==> src/dpm_pkg.sv <==
// constants for the diffserv priority map register bank
package dpm_pkg;
    // the register index is the map offset; the byte address is four times it
    localparam logic [7:0] DPM_IDX_MAP_0 = 8'h60;
    localparam logic [7:0] DPM_IDX_MAP_6 = 8'h66;
    localparam logic [7:0] DPM_IDX_MAP_7 = 8'h67;
    localparam logic [7:0] DPM_IDX_MAP_8 = 8'h68;
    localparam logic [7:0] DPM_IDX_MAP_9 = 8'h69;
    localparam logic [7:0] DPM_IDX_MAP_10 = 8'h6A;
    localparam logic [7:0] DPM_IDX_MAP_11 = 8'h6B;
    localparam logic [7:0] DPM_IDX_MAP_12 = 8'h6C;
    localparam logic [7:0] DPM_IDX_MAP_15 = 8'h6F;
    localparam int DPM_MAP_REGS = 16;
    localparam int DPM_CODE_W = 6;
    localparam int DPM_PRIO_W = 2;
    localparam int DPM_MAP_BITS = 128;
    localparam int DPM_ENTRIES_PER_REG = 4;
    // code field position inside the tos / traffic class byte
    localparam int DPM_TOS_CODE_MSB = 7;
    localparam int DPM_TOS_CODE_LSB = 2;
    localparam logic [7:0] DPM_MAP_RESET = 8'h00;
    localparam logic [1:0] DPM_PRIO_NONE = 2'h0;

    typedef logic [DPM_CODE_W-1:0] dpm_code_t;
    typedef logic [DPM_PRIO_W-1:0] dpm_prio_t;
endpackage : dpm_pkg

==> src/dpm_lookup_if.sv <==
// carrier between the map store and its lookup decoder
interface dpm_lookup_if;
    logic [dpm_pkg::DPM_MAP_BITS-1:0] map;
    dpm_pkg::dpm_code_t code;
    dpm_pkg::dpm_prio_t entry;
    modport store (output map, output code, input entry);
    modport lut (input map, input code, output entry);
endinterface : dpm_lookup_if

==> src/dpm_lookup.sv <==
// full decode of a 6-bit code into its 2-bit map entry
module dpm_lookup (
    // map and code in, entry out
    dpm_lookup_if.lut lk
);
    import dpm_pkg::*;

    // each code owns bits [2*code+1 : 2*code]
    always_comb begin
        lk.entry = lk.map[{lk.code, 1'b0} +: DPM_PRIO_W];
    end
endmodule : dpm_lookup

==> src/dpm_top.sv <==
// diffserv code to frame priority map with apb register access
//Function
//- ip frame priority is the map entry chosen by tos bits 7 to 2
//- four 2-bit entries per register; 0x66 holds codes 0x18..0x1B, lowest in bits 1-0
//- each next register covers next four codes; 0x67 holds 0x1C..0x1F
//- register 0x6C holds codes 0x30..0x33; 0x33 in bits 7-6, 0x31 in 3-2
//- all entries reset to zero
//- entries read back what was written; frames after a write use it
//- the whole map is 128 bits, one 2-bit entry per 6-bit code
//
// Our own choice: the APB interface to the registers.
module dpm_top #(
    parameter int ADDR_W = 12
) (
    // clock, reset, enable
    input wire logic clk,
    input wire logic srst,
    input wire logic ce,
    // apb slave
    input wire logic psel,
    input wire logic penable,
    input wire logic pwrite,
    input wire logic [ADDR_W-1:0] paddr,
    input wire logic [31:0] pwdata,
    output logic [31:0] prdata,
    output logic pready,
    output logic pslverr,
    // frame classification request
    input wire logic frm_valid,
    input wire logic frm_is_ip,
    input wire logic [7:0] frm_tos,
    // classification answer
    output logic prio_valid,
    output logic prio_from_map,
    output dpm_pkg::dpm_prio_t prio
);
    import dpm_pkg::*;

    // the word index must reach the top map register
    if (ADDR_W < 10) begin : g_bad_addr_w
        $error("dpm_top: ADDR_W must be at least 10");
    end

    logic [7:0] map_reg [DPM_MAP_REGS];
    logic [7:0] next_map_reg [DPM_MAP_REGS];
    logic [31:0] next_prdata;
    logic next_pready;
    logic next_pslverr;
    logic next_prio_valid;
    logic next_prio_from_map;
    dpm_prio_t next_prio;
    logic access;
    logic [3:0] slot;

    dpm_lookup_if lk ();

    dpm_lookup u_lookup (
        .lk(lk)
    );

    // true when the byte address lands on a map register word
    function automatic logic dpm_reg_hit(input logic [ADDR_W-1:0] addr);
        logic [ADDR_W-3:0] widx;
        widx = addr[ADDR_W-1:2];
        return (addr[1:0] == 2'h0) && (widx >= (ADDR_W-2)'(DPM_IDX_MAP_0))
            && (widx <= (ADDR_W-2)'(DPM_IDX_MAP_15));
    endfunction : dpm_reg_hit

    // register slot inside the map, valid only on a hit
    function automatic logic [3:0] dpm_reg_slot(input logic [ADDR_W-1:0] addr);
        logic [ADDR_W-3:0] off;
        off = addr[ADDR_W-1:2] - (ADDR_W-2)'(DPM_IDX_MAP_0);
        return off[3:0];
    endfunction : dpm_reg_slot

    // map registers flattened so code n sits at bits 2n+1:2n; register 0x66
    // lands on codes 0x18..0x1B, 0x67 on 0x1C..0x1F, 0x6C on 0x30..0x33
    always_comb begin
        for (int i = 0; i < DPM_MAP_REGS; i++) begin
            lk.map[i*8 +: 8] = map_reg[i];
        end
        lk.code = frm_tos[DPM_TOS_CODE_MSB:DPM_TOS_CODE_LSB];
    end

    assign access = psel && penable && pready;
    assign slot = dpm_reg_slot(paddr);

    always_comb begin
        for (int i = 0; i < DPM_MAP_REGS; i++) begin
            next_map_reg[i] = map_reg[i];
        end
        next_prdata = prdata;
        next_pslverr = pslverr;
        next_pready = 1'b0;
        // one wait state: answer is prepared in the first access cycle
        if (psel && penable && !pready) begin
            next_pready = 1'b1;
            next_pslverr = !dpm_reg_hit(paddr);
            next_prdata = 32'h0000_0000;
            if (!pwrite && dpm_reg_hit(paddr)) begin
                next_prdata = {24'h00_0000, map_reg[slot]};
            end
        end
        // writes land only on the completing edge; unmapped writes are dropped
        if (access && pwrite && dpm_reg_hit(paddr)) begin
            next_map_reg[slot] = pwdata[7:0];
        end
        if (srst) begin
            for (int i = 0; i < DPM_MAP_REGS; i++) begin
                next_map_reg[i] = DPM_MAP_RESET;
            end
            next_prdata = 32'h0000_0000;
            next_pready = 1'b0;
            next_pslverr = 1'b0;
        end
    end

    // answer one cycle after the request, from the map as it stands in the request cycle; a write landing on the answering edge is not seen
    always_comb begin
        next_prio_valid = frm_valid;
        next_prio_from_map = frm_valid && frm_is_ip;
        next_prio = DPM_PRIO_NONE;
        if (frm_valid && frm_is_ip) begin
            next_prio = lk.entry;
        end
        if (srst) begin
            next_prio_valid = 1'b0;
            next_prio_from_map = 1'b0;
            next_prio = DPM_PRIO_NONE;
        end
    end

    // ce low freezes everything, reset included, so keep ce high through reset
    always_ff @(posedge clk) begin
        if (ce) begin
            for (int i = 0; i < DPM_MAP_REGS; i++) begin
                map_reg[i] <= next_map_reg[i];
            end
            prdata <= next_prdata;
            pready <= next_pready;
            pslverr <= next_pslverr;
            prio_valid <= next_prio_valid;
            prio_from_map <= next_prio_from_map;
            prio <= next_prio;
        end
    end
endmodule : dpm_top
==> config.mk <==
export PLATFORM = sky130hd
export DESIGN_NAME = dpm_top
export DESIGN_NICKNAME = d
export VERILOG_FILES = /design/src/dpm_pkg.sv /design/src/dpm_lookup_if.sv /design/src/dpm_lookup.sv /design/src/dpm_top.sv
export SDC_FILE = /design/constraint.sdc
export NUM_CORES = 1
export LEC_CHECK = 0
export BUFFER_PORTS_ARGS = -buffer_cell sky130_fd_sc_hd__buf_2
export CAP_MARGIN = 25
export CELL_PAD_IN_SITES_DETAIL_PLACEMENT = 1
export CELL_PAD_IN_SITES_GLOBAL_PLACEMENT = 1
export CORE_AREA = 2 2 173 107
export DETAILED_ROUTE_END_ITERATION = 16
export DIE_AREA = 0 0 175 109
export PLACE_DENSITY = 0.93
export RECOVER_POWER = 100
export SETUP_SLACK_MARGIN = 0.15
export SYNTH_ARGS = -nofsm -noshare
export SYNTH_HDL_FRONTEND = slang
export SYNTH_SLANG_ARGS = --single-unit
==> constraint.sdc <==
create_clock -name clk -period 8.03 [get_ports clk]
set_input_delay 0.4015 -clock clk [delete_from_list [all_inputs] [get_ports clk]]
set_output_delay 0.4015 -clock clk [all_outputs]
set_load 0.01 [all_outputs]
==> results.yml <==
drt:
  num_vias: 7133
  wl_per_cell_um: 29.42
  detail_route.iter0.violations: 945
  vias_per_cell: 6.780
  drt-total-wl_um: 30950
  drt-pass1-iter-count: 7
  drc: 0
  postRouteAntennaNets: 0
yosys:
  yosysTopAreaCell: "edfxtp_1"
  syn_inst: 785
  ys_warn_count: 0
  synth.top_cell.area_share_pct: 48.50
  netlist_area_um2: 8792
  synth_area_leaders: "edfxtp_1 48%, mux4_2 12%, nand2_1 11%, a21oi_1 7.1%, mux4_1 6.6%"
  ys_seq_elements: 142
  ys_seq_area_share_pct: 48.50
  synth.avg_cell_area_um2: 11.20
  synth_cell_types: 35
timing:
  final-setup-viol-count: 0
  worst_pin_slew_ns: 2.974
  max_freq_mhz: 223.7
  finalHoldViolations: 0
  whs_ns: 0.3367
  rsz0062_at_grt: "no"
  finalClockSkew_ns: 0.008636
  finalCriticalPeriod_ns: 4.470
  maxSlewViolCount: 133
  period_share_pct: 55.67
  tns_ns: 0
  relSlewSlack_pct: -98.24
clock_network:
  worstSkewPairLatency_ns: 0.43
  cts_tree: "yes"
  clkTransAtPathRegs_ns: 0.07
  htreeDepth: 4
  cts_hold_buf: 0
  cts_buffers: 17
  clock_sinks: 142
  postCtsSetupBuffers: 0
  cts_resized: 0
  cts_root_buf: "clkbuf_16"
  cts_max_path_buffers: 2
critical_path:
  path_cells: "clkbuf_1 > o21a_1 > buf_4 > buf_16"
  crit_fanout: 60
  startpoint_type: "input pin"
  critPathKind: "in -> reg"
  crit_family: "buffers and inverters"
  worstPathRequired_ns: 8.12
  end_kind: "flip-flop"
  arrival_ns: 4.56
  cp_slowest_cell: "o21a_1"
  critical_path_buf_inv_count: 3
  slowest_delay_ns: 1.68
global_route:
  grt_max_degree: 94
  grt_pass1_vias: 7393
  grtUsageTotal_pct: 33.99
  overflow: 0
  antenna_found_initial: 3
  grt_pass1_wl_um: 47080
floorplanning:
  initial_core_util_pct: 49.84
  io_pins: 98
  core_um2: 17640
  core.rowCount: 38
  die_x_um: 175
  die_area_um2: 19080
  die_h_um: 109
power:
  p_leak_nw: 3.393
  pwr_density_cell_nw_per_um2: 211.7
  vdd_drop_max_mv: 0.1030
layout:
  area.growth.synth_to_final_pct: 8.595
  fillers: 1892
  largest_reg_flops: 128
  utilization_pct: 54.13
  nNetsFinal: 858
  post_route_cells_drive_above_1_share_pct: 14.80
place:
  io_buffer_count: 47
  routabilityCongestion: 0.8721
  dp_hpwl_um: 19620
job:
  drv_cap: 3
run_status:
  status: "finished, violations left"
  violations: "max-capacitance violations, max-slew violations"
worst_hold_path:
  worst_hold_path_type: "in -> reg"
-- cells in the final DEF (no fill, tap or decap), types with 3 or more instances in the layout --
master,synthesis,routed
nand2_1,257,257
edfxtp_1,142,142
a21oi_1,124,124
mux4_2,48,48
buf_2,11,31
conb_1,1,24
mux4_1,22,22
nor2_1,21,21
mux2i_1,20,20
clkbuf_1,31,19
clkbuf_16,0,17
nor2b_1,8,14
nand3_1,9,9
nor3_1,5,7
nand2b_1,6,6
o22ai_1,5,5
nor3_2,6,4
mux2_1,4,4
bufinv_16,0,4
buf_4,27,4
o21ai_0,1,3
clkinvlp_4,0,3
-- synth_stat cells (all sizes together) --
library cell,count
a21oi,124
a32oi,2
and2,1
buf,51
clkbuf,31
conb,1
edfxtp,142
mux2,4
mux2i,20
mux4,70
nand2,257
nand2b,6
nand3,9
nand3b,1
nand4,1
nor2,21
nor2b,15
nor3,11
nor3b,2
nor4,3
nor4bb,1
o21a,2
o21ai,3
o21bai,1
o22ai,5
or3,1
-- routing by layer --
| metal | track usage (%) | vias to the layer above | routed length, um |
|---|---|---|---|
| met5 | 0 | - | 11 |
| met4 | 15.36 | 2 | 1276 |
| met3 | 12.24 | 120 | 4148 |
| met2 | 51.75 | 553 | 13890 |
| met1 | 44.17 | 3580 | 11630 |
| li1 | - | 2878 | - |
-- cells by family (layout without fill, tap and decap cells) --
| group | Yosys count | after routing | synth area share [%] |
|---|---|---|---|
| compound gates | 137 | 137 | 8.040 |
| buf+inv | 82 | 85 | 5.351 |
| flops | 142 | 142 | 48.50 |
| simple gates | 329 | 329 | 16.41 |
| mux | 94 | 94 | 21.66 |
| other cells | 1 | 25 | 0.04265 |
-- cell type report --
cell class / count / area [um2] / share of cell area (%)
Clock inverter: 13 / 187.7 / 1.966
Timing Repair Buffer: 53 / 276.5 / 2.896
Clock buffer: 19 / 432.9 / 4.534
Antenna cell: 1 / 2.502 / 0.02621
Tap cell: 240 / 300.3 / 3.145
Multi-Input combinational cell: 584 / 4084 / 42.77
Sequential cell: 142 / 4264 / 44.66
-- stage by stage --
stage	setup slack, ns	cells	cell area (um2)	power [W]
finish	3.560	1052	9548	0.002021
global route	3.308	1051	9545	0.002054
CTS	5.351	1051	9639	0.002007
detailed placement	4.912	1019	9019	0.001149
global placement	4.791	1018	8991	0.001129
floorplan	3.652	808	8879	0.001072
-- where the power goes --
| group | internal, W | total [W] | leakage [nW] | switching, W |
|---|---|---|---|---|
| clock | 0.000522 | 0.000872 | 0.294 | 0.000350 |
| combinational | 0.0000960 | 0.000263 | 1.73 | 0.000167 |
| sequential | 0.000857 | 0.000886 | 1.37 | 0.0000298 |
-- final timing paths --
kind / depth (start not counted) / start / endpoint / slack, ns
hold / removal: 2 / frm_is_ip / prio_from_map$_SDFFCE_PP0P_ / 0.34
hold reg to reg: 1 / pready$_SDFFCE_PP0P_ / pready$_SDFFCE_PP0P_ / 0.65
setup reg to reg: 5 / pready$_SDFFCE_PP0P_ / map_reg[6][2]$_SDFFCE_PP0P_ / 4.47
setup / recovery: 4 / srst / map_reg[6][2]$_SDFFCE_PP0P_ / 3.56
(Power assumes the default switching activity.)
